File: src/dcrp_pkg.sv
package dcrp_pkg;
   // Register byte offsets
   localparam logic [7:0] DCRP_OFF_CTRL    = 8'h00;
   localparam logic [7:0] DCRP_OFF_THR_AS  = 8'h04;
   localparam logic [7:0] DCRP_OFF_THR_NG  = 8'h08;
   localparam logic [7:0] DCRP_OFF_STATUS  = 8'h0C;
   localparam logic [7:0] DCRP_OFF_IRQ_ST  = 8'h10;
   localparam logic [7:0] DCRP_OFF_IRQ_CLR = 8'h14;
   localparam logic [7:0] DCRP_OFF_IRQ_EN  = 8'h18;
   // Control fields
   localparam int DCRP_CTRL_SEP_BIT = 0;  // Separate assert/negate thresholds
   localparam int DCRP_CTRL_RST_BIT = 1;  // Software read-domain reset
   localparam logic [1:0] DCRP_CTRL_RESET = 2'h0;
   // Status fields
   localparam int DCRP_ST_EMPTY = 0;
   localparam int DCRP_ST_AEMPTY = 1;
   localparam int DCRP_ST_PEMPTY = 2;
   localparam int DCRP_ST_VALID = 3;
   localparam int DCRP_ST_INRST = 4;
   localparam int DCRP_ST_CNT_LSB = 8;
   // Interrupt event fields
   localparam int DCRP_EV_UNDERFLOW = 0;
   localparam int DCRP_EV_EMPTY = 1;
   localparam int DCRP_EV_PEMPTY = 2;
   localparam int DCRP_EV_W = 3;
   localparam logic [2:0] DCRP_EV_RESET = 3'h0;
   // Write pointer synchroniser depth
   localparam int DCRP_SYNC_STAGES = 2;
endpackage : dcrp_pkg

File: src/dcrp_read_port.sv
`timescale 1ns/1ps
// Behaviour
// All read-side inputs and outputs except the asynchronous presetn and the combinational prdata and pslverr are sampled and updated on pclk only.
// Read reset clears pointers, flags and output registers on the clock.
// A read while not empty pops the oldest word onto the data output.
// Empty flag shows no words; a read while empty moves neither the read pointer nor the data output.
// Near-empty flag is high when exactly one word is readable.
// Threshold-empty is high at or below threshold, low above it.
// Fill count can report one word more than is readable, in the cycle after a read.
// A read shows in the fill count one clock edge later.
// A narrower count output keeps the most significant count bits.
// Valid is high for one cycle after each pop, as the data output takes the popped word.
// Underflow pulses one cycle after a read refused for empty.
// Thresholds change only during reset; they are runtime settings.
// One shared threshold or separate assert and negate thresholds.
// Separate mode: assert threshold is the low level for asserting.
// Separate mode: count must exceed negate threshold to clear flag.
// Gray write pointer passes a multi-stage synchroniser before use.
module dcrp_read_port
   import dcrp_pkg::*;
#(
   parameter int DW   = 32,          // Data width
   parameter int AW   = 4,           // Address width, depth is 2**AW
   parameter int RC_W = AW + 1       // Width of the read count output
) (
   input  wire logic          pclk,         // Read-domain clock
   input  wire logic          presetn,      // Asynchronous reset, active low
   input  wire logic          rd_rst,       // Synchronous read-domain reset
   input  wire logic [7:0]    paddr,        // APB address
   input  wire logic          psel,         // APB select
   input  wire logic          penable,      // APB enable
   input  wire logic          pwrite,       // APB direction
   input  wire logic [31:0]   pwdata,       // APB write data
   output logic      [31:0]   prdata,       // APB read data
   output logic               pready,       // APB ready
   output logic               pslverr,      // APB error on unmapped address
   input  wire logic          rd_en,        // Read request
   input  wire logic [AW:0]   wr_ptr_gray,  // Gray write pointer from writer
   input  wire logic [DW-1:0] mem_rdata,    // Storage read data at mem_raddr
   output logic      [AW-1:0] mem_raddr,    // Storage read address
   output logic      [AW:0]   rd_ptr_gray,  // Gray read pointer to writer
   output logic      [DW-1:0] dout,         // Popped data word
   output logic               valid,        // Dout holds a popped word
   output logic               underflow,    // Previous read was refused
   output logic               empty,        // No word readable
   output logic               almost_empty, // Exactly one word readable
   output logic               prog_empty,   // Count at or below assert threshold; in separate mode held until count exceeds negate threshold
   output logic      [RC_W-1:0] rd_count,   // Fill count, a read shows one edge later
   output logic               irq           // Level interrupt
);

   // Refuse sizes that the pointers, the count field or the synchroniser cannot serve
   if (AW < 1 || DW < 1 || RC_W < 1 || RC_W > AW + 1 ||
       DCRP_ST_CNT_LSB + AW + 1 > 32 || DCRP_SYNC_STAGES < 2) begin : g_chk
      $error("dcrp_read_port: unsupported parameter values");
   end

   logic [AW:0]   wsync_q [DCRP_SYNC_STAGES];
   logic [AW:0]   wbin;
   logic [AW:0]   rptr_q;
   logic [AW:0]   rptr_d;
   logic [AW:0]   avail;
   logic [AW:0]   avail_d;
   logic [AW:0]   count_q;
   logic          empty_q;
   logic          aempty_q;
   logic          pempty_q;
   logic          pempty_d;
   logic          valid_q;
   logic          unf_q;
   logic [DW-1:0] dout_q;
   logic [1:0]    ctrl_q;
   logic [AW:0]   thr_as_q;
   logic [AW:0]   thr_ng_q;
   logic [AW:0]   eff_as_q;
   logic [AW:0]   eff_ng_q;
   logic          eff_sep_q;
   logic [DCRP_EV_W-1:0] ev_st_q;
   logic [DCRP_EV_W-1:0] ev_en_q;
   logic [DCRP_EV_W-1:0] ev_set;
   logic          in_rst;
   logic          pop;
   logic          wr_acc;
   logic          mapped;

   // Gray to binary conversion
   function automatic logic [AW:0] gray2bin(input logic [AW:0] g);
      logic [AW:0] b;
      b[AW] = g[AW];
      // Each binary bit folds in every higher gray bit
      for (int i = AW - 1; i >= 0; i--) begin
         b[i] = b[i+1] ^ g[i];
      end
      return b;
   endfunction : gray2bin

   assign in_rst = rd_rst | ctrl_q[DCRP_CTRL_RST_BIT];
   assign pop    = rd_en & ~empty_q & ~in_rst;
   assign wbin   = gray2bin(wsync_q[DCRP_SYNC_STAGES-1]);
   assign rptr_d = pop ? rptr_q + 1'b1 : rptr_q;
   assign avail   = wbin - rptr_q;
   assign avail_d = wbin - rptr_d;

   // Write pointer synchroniser, last stage alone is read
   // Only gray codes cross, so a pointer caught mid-change is off by one at most
   always_ff @(posedge pclk or negedge presetn) begin
      if (!presetn) begin
         for (int i = 0; i < DCRP_SYNC_STAGES; i++) begin
            wsync_q[i] <= '0;
         end
      end else begin
         wsync_q[0] <= wr_ptr_gray;
         for (int i = 1; i < DCRP_SYNC_STAGES; i++) begin
            wsync_q[i] <= wsync_q[i-1];
         end
      end
   end

   // Read pointer; untouched by a refused read
   always_ff @(posedge pclk or negedge presetn) begin
      if (!presetn) begin
         rptr_q <= '0;
      end else if (in_rst) begin
         rptr_q <= '0;
      end else begin
         rptr_q <= rptr_d;
      end
   end

   // Output data; holds until the next pop or read reset
   always_ff @(posedge pclk or negedge presetn) begin
      if (!presetn) begin
         dout_q <= '0;
      end else if (in_rst) begin
         dout_q <= '0;
      end else if (pop) begin
         dout_q <= mem_rdata;
      end
   end

   // Valid and underflow pulses, one cycle per request
   always_ff @(posedge pclk or negedge presetn) begin
      if (!presetn) begin
         valid_q <= 1'b0;
         unf_q   <= 1'b0;
      end else if (in_rst) begin
         valid_q <= 1'b0;
         unf_q   <= 1'b0;
      end else begin
         valid_q <= pop;
         unf_q   <= rd_en & empty_q;
      end
   end

   // Threshold-empty hysteresis on the next fill level
   // Looking at the next fill keeps the flag in step with empty
   always_comb begin
      pempty_d = pempty_q;
      if (!eff_sep_q) begin
         pempty_d = (avail_d <= eff_as_q);
      end else if (avail_d <= eff_as_q) begin
         pempty_d = 1'b1;
      end else if (avail_d > eff_ng_q) begin
         pempty_d = 1'b0;
      end
   end

   // Flags
   always_ff @(posedge pclk or negedge presetn) begin
      if (!presetn) begin
         empty_q  <= 1'b1;
         aempty_q <= 1'b0;
         pempty_q <= 1'b1;
      end else if (in_rst) begin
         empty_q  <= 1'b1;
         aempty_q <= 1'b0;
         pempty_q <= 1'b1;
      end else begin
         empty_q  <= (avail_d == '0);
         aempty_q <= (avail_d == {{AW{1'b0}}, 1'b1});
         pempty_q <= pempty_d;
      end
   end

   // Fill count from the pointers before this edge's pop
   // A read therefore shows in the count one edge later
   always_ff @(posedge pclk or negedge presetn) begin
      if (!presetn) begin
         count_q <= '0;
      end else if (in_rst) begin
         count_q <= '0;
      end else begin
         count_q <= avail;
      end
   end

   // Thresholds take effect only while the read side is in reset
   always_ff @(posedge pclk or negedge presetn) begin
      if (!presetn) begin
         eff_as_q  <= '0;
         eff_ng_q  <= '0;
         eff_sep_q <= 1'b0;
      end else if (in_rst) begin
         eff_as_q  <= thr_as_q;
         eff_ng_q  <= thr_ng_q;
         eff_sep_q <= ctrl_q[DCRP_CTRL_SEP_BIT];
      end
   end

   // APB decode
   // Unmapped offsets answer with an error and read as zero
   assign wr_acc = psel & penable & pwrite;
   always_comb begin
      unique case (paddr)
         DCRP_OFF_CTRL, DCRP_OFF_THR_AS, DCRP_OFF_THR_NG, DCRP_OFF_STATUS,
         DCRP_OFF_IRQ_ST, DCRP_OFF_IRQ_CLR, DCRP_OFF_IRQ_EN: mapped = 1'b1;
         default: mapped = 1'b0;
      endcase
   end

   // Control register
   always_ff @(posedge pclk or negedge presetn) begin
      if (!presetn) begin
         ctrl_q <= DCRP_CTRL_RESET;
      end else if (wr_acc && paddr == DCRP_OFF_CTRL) begin
         ctrl_q <= pwdata[1:0];
      end
   end

   // Threshold registers; they reach the flag only through a read reset
   always_ff @(posedge pclk or negedge presetn) begin
      if (!presetn) begin
         thr_as_q <= '0;
         thr_ng_q <= '0;
      end else if (wr_acc) begin
         if (paddr == DCRP_OFF_THR_AS) begin
            thr_as_q <= pwdata[AW:0];
         end
         if (paddr == DCRP_OFF_THR_NG) begin
            thr_ng_q <= pwdata[AW:0];
         end
      end
   end

   // Interrupt enable register
   always_ff @(posedge pclk or negedge presetn) begin
      if (!presetn) begin
         ev_en_q <= DCRP_EV_RESET;
      end else if (wr_acc && paddr == DCRP_OFF_IRQ_EN) begin
         ev_en_q <= pwdata[DCRP_EV_W-1:0];
      end
   end

   // Sticky events; a new event wins over a clear
   assign ev_set[DCRP_EV_UNDERFLOW] = unf_q;
   assign ev_set[DCRP_EV_EMPTY]     = ~in_rst & ~empty_q & (avail_d == '0);
   assign ev_set[DCRP_EV_PEMPTY]    = ~in_rst & ~pempty_q & pempty_d;
   always_ff @(posedge pclk or negedge presetn) begin
      if (!presetn) begin
         ev_st_q <= DCRP_EV_RESET;
      end else if (wr_acc && paddr == DCRP_OFF_IRQ_CLR) begin
         ev_st_q <= (ev_st_q & ~pwdata[DCRP_EV_W-1:0]) | ev_set;
      end else begin
         ev_st_q <= ev_st_q | ev_set;
      end
   end

   // Read data mux
   always_comb begin
      prdata = 32'h0000_0000;
      unique case (paddr)
         DCRP_OFF_CTRL:   prdata[1:0] = ctrl_q;
         DCRP_OFF_THR_AS: prdata[AW:0] = thr_as_q;
         DCRP_OFF_THR_NG: prdata[AW:0] = thr_ng_q;
         DCRP_OFF_STATUS: begin
            prdata[DCRP_ST_EMPTY]  = empty_q;
            prdata[DCRP_ST_AEMPTY] = aempty_q;
            prdata[DCRP_ST_PEMPTY] = pempty_q;
            prdata[DCRP_ST_VALID]  = valid_q;
            prdata[DCRP_ST_INRST]  = in_rst;
            prdata[DCRP_ST_CNT_LSB +: AW+1] = count_q;
         end
         DCRP_OFF_IRQ_ST: prdata[DCRP_EV_W-1:0] = ev_st_q;
         DCRP_OFF_IRQ_EN: prdata[DCRP_EV_W-1:0] = ev_en_q;
         default:         prdata = 32'h0000_0000;
      endcase
   end

   // Port outputs straight from registers or the bus decode
   assign pready       = 1'b1;
   assign pslverr      = psel & penable & ~mapped;
   assign irq          = |(ev_st_q & ev_en_q);
   assign mem_raddr    = rptr_q[AW-1:0];
   assign rd_ptr_gray  = rptr_q ^ (rptr_q >> 1);
   assign dout         = dout_q;
   assign valid        = valid_q;
   assign underflow    = unf_q;
   assign empty        = empty_q;
   assign almost_empty = aempty_q;
   assign prog_empty   = pempty_q;
   assign rd_count     = count_q[AW -: RC_W];

endmodule : dcrp_read_port

File: config.mk
export PLATFORM = sky130hd
export DESIGN_NAME = dcrp_read_port
export DESIGN_NICKNAME = d
export VERILOG_FILES = /design/src/dcrp_pkg.sv /design/src/dcrp_read_port.sv
export SDC_FILE = /design/constraint.sdc
export NUM_CORES = 1
export LEC_CHECK = 0
export ABC_AREA = 1
export BUFFER_PORTS_ARGS = -buffer_cell sky130_fd_sc_hd__buf_2
export CAP_MARGIN = 10
export CELL_PAD_IN_SITES_DETAIL_PLACEMENT = 0
export CELL_PAD_IN_SITES_GLOBAL_PLACEMENT = 1
export CORE_MARGIN = 4
export CORE_UTILIZATION = 30
export CTS_CLUSTER_DIAMETER = 100
export DETAILED_ROUTE_END_ITERATION = 10
export PLACE_DENSITY = 0.78
export SLEW_MARGIN = 20
export SYNTH_ARGS = -nofsm -noshare
export SYNTH_HDL_FRONTEND = slang
export SYNTH_SLANG_ARGS = --single-unit
File: constraint.sdc
create_clock -name pclk -period 3.3 [get_ports pclk]
set_clock_uncertainty 0.15 [all_clocks]
set_input_delay 0.165 -clock pclk [delete_from_list [all_inputs] [get_ports pclk]]
set_output_delay 0.165 -clock pclk [all_outputs]
set_load 0.03 [all_outputs]
==> reports/metrics.yaml <==
postLayoutCoreUtil_pct: 42.3
via_count: 3884
dp_slack_ns: 0.0314
yosys.area.top_type: "dfrtp_1"
post-route-min-period_ns: 3.08
hold_class: "input pin to register"
htreeDepth: 3
synth-seq-area-share_pct: 47.8
clk_pin_slew_ns: 0.06
crit_chain: "inv_2 -> nand2_2 -> nand2_4 -> xor2_2 -> xnor3_1 -> ha_2 -> fa_2 -> nor2_2 -> nor2_2 -> inv_1 -> nand2_1 -> nand2_2 -> inv_4 -> ha_4 -> nand2_4 -> nor2_4 -> nand2_1 -> nand3_1 -> nand2_1 -> nand2_1 -> nand2_1 -> nand2_1 -> nand2_1"
slowest_delay_ns: 0.40
drc: 0
synth_top_area_share_pct: 46.6
finalWorstSetupSlack_ns: 0.217
rsz0062_at_grt: "yes"
grt-ovfl-total: 0
multi_input_area_mm2: 0.00205
crit_top_cell: "nand2_1"
regArea_mm2: 0.00215
slew_headroom_pct: 59.4
finalSetupViolations: 0
worst_slew_pin_slew_ns: 0.609
synth_common_cells: "nand2_1, dfrtp_1, inv_1"
leakagePower_nw: 3.41
die_h_um: 131
wl_per_cell_um: 12.7
setup_tns_ns: 0
avgSynthCellArea_um2: 8.24
clk_path_buf_depth: 2
rows: 44
endpoint_kind: "register"
initial_utilization_pct: 30.8
cp_data_required_time_ns: 3.38
vdd_drop_max_mv: 0.257
die_area_mm2: 0.0170
n_fill_cell: 1462
worstSkewPairLatency_ns: 0.34
antenna_found_initial: 0
path_max_fanout: 3
routed_wl_mm: 11.5
grt_util_all_layers_pct: 14.0
crit_arrival_ns: 3.16
fmax_ghz: 0.324
drive_gt1_share_pct: 27.2
cp-start-kind: "register"
die_w_um: 131
maxSlewViolCount: 0
synth.area.top_cells: "dfrtp_1, nand2_1, ha_1"
n_antenna_cell: 0
min_period_over_period_pct: 93.4
synth_edf_count: 0
final_area_mm2: 0.00620
synth-seq-cells: 86
drt_iter0_markers: 96
syn_to_final_growth_pct: 37.5
place.port_buffers: 119
p_per_area_mw_per_mm2: 471
maxCapViolations: 0
cts_sinks: 86
io_pins: 170
place_hpwl_mm: 8.17
synth_warnings: 0
grt_pass1_vias: 3787
synthCells: 547
netlist_area_mm2: 0.00451
postPlaceCellArea_mm2: 0.00528
hold_viol: 0
cp_slowest_cell: "dfrtp_1"
whs_ns: 0.0384
synth_most_common_cell: "nand2_1"
cts_buffers: 9
reg2reg_depth: 23
grt_pass1_wl_mm: 18.9
synthArstFlopShare_pct: 100
synthFlopType: "dfrtp_1"
dr.pass1.iters: 5
criticalPathCategory: "register to register"
status: "complete, no violations"
num-nets-final: 827
cts_tree: "built"
synth_cell_types: 37
vias_per_cell: 4.28
grt_max_degree: 60
holdPathStages: 4
core_mm2: 0.0146
clockRootBuffer: "clkbuf_16"
ant_nets: 0
globalplace.congestion: 0.814
critical path: cells and delay by family, from the launching register on:
family / cells / cell delay [ns]
adder cells (fa/ha/maj): 3 / 0.87
buffers and inverters: 3 / 0.16
XOR/XNOR: 2 / 0.42
AND/OR/NAND/NOR: 15 / 0.96
flip-flops: 1 / 0.40
power breakdown:
group	total (W)	internal [W]	switching (W)	leakage [nW]
clock	0.00116	0.000755	0.000405	0.166
sequential	0.00116	0.00112	0.0000395	1.06
combinational	0.000601	0.000224	0.000377	2.19
metal layers:
metal | wire length [µm] | GRT usage [%] | share of wire, %
met4 | 149 | 4.17 | 1.3
met3 | 978 | 4.80 | 8.5
met5 | 0 | 0 | 0
met1 | 5290 | 18.5 | 46
met2 | 5100 | 21.8 | 44
stage by stage:
step	power [W]	std cells
6_report	0.00292	908
5_1_grt	0.00308	908
4_1_cts	0.00291	906
3_5_place_dp	0.00169	847
3_3_place_gp	0.00169	847
2_1_floorplan	0.00153	568
layout make-up:
type                       count  share of cell area (%)
inverter                      73                    4.46
timing repair buffer         178                    18.6
multi-input combinational    372                    33.0
tap                          184                    3.72
clock inverter                 4                    1.53
sequential                    86                    34.8
clock buffer                  11                    3.92
sequential cells by signal, indices dropped and copies added (netlist names):
signal / count
dout: 32
prog_empty: 1
underflow: 1
thr_ng_q: 5
ev_st_q: 3
almost_empty: 1
ev_en_q: 3
ctrl_q: 2
empty: 1
rptr_q: 5
wsync_q: 9
rd_count: 5
wbin: 1
eff_sep_q: 1
valid: 1
thr_as_q: 5
eff_ng_q: 5
eff_as_q: 5
worst paths after layout:
| path | startpoint | endpoint | slack (ns) |
|---|---|---|---|
| min in group asynchronous | presetn | dout[1]$_DFFE_PN0P_ | 0.20 |
| worst max-delay path | wbin[4]$_DFF_PN0_ | ev_st_q[2]$_DFF_PN0_ | 0.22 |
| max in group asynchronous | presetn | empty$_DFF_PN1_ | 2.00 |
| worst min-delay path | rd_rst | valid$_DFF_PN0_ | 0.04 |
| worst min register to register | wsync_q[8]$_DFF_PN0_ | wsync_q[3]$_DFF_PN0_ | 0.20 |
| worst max register to register | wbin[4]$_DFF_PN0_ | ev_st_q[2]$_DFF_PN0_ | 0.22 |
cell usage in the layout, fill, tap and decap left out, types with 3 or more instances in the layout:
cell type	instances
inv_2	6
nand3_1	45
conb_1	23
dlygate4sd3_1	44
a21oi_1	6
nor2_2	4
o21ai_0	33
buf_2	118
inv_1	66
buf_4	16
nand2_4	3
ha_4	4
nor2_1	27
dfrtp_1	84
clkbuf_16	9
nand2_1	163
ha_1	16
nor2_4	6
bufinv_16	3
xor2_1	4
nand2_2	11
kinds of logic (layout without fill, tap and decap cells):
logic type | Yosys count | after routing | synth area share (%)
other | 2 | 23 | 0.167
XOR/XNOR | 8 | 8 | 2.03
adder cells (fa/ha/maj) | 23 | 23 | 6.72
AND/OR/NAND/NOR | 271 | 271 | 26.4
AO/OA/AOI/OAI | 47 | 47 | 5.52
buffers and inverters | 110 | 266 | 11.4
flip-flops | 86 | 86 | 47.8
timing repair:
item,in CTS,in global routing
hold buffers,44,0
hold endpoints to repair,89,0
gates resized for setup,0,26
buffers inserted,0,2
setup endpoints to repair,0,2
(Power assumes the default switching activity.)
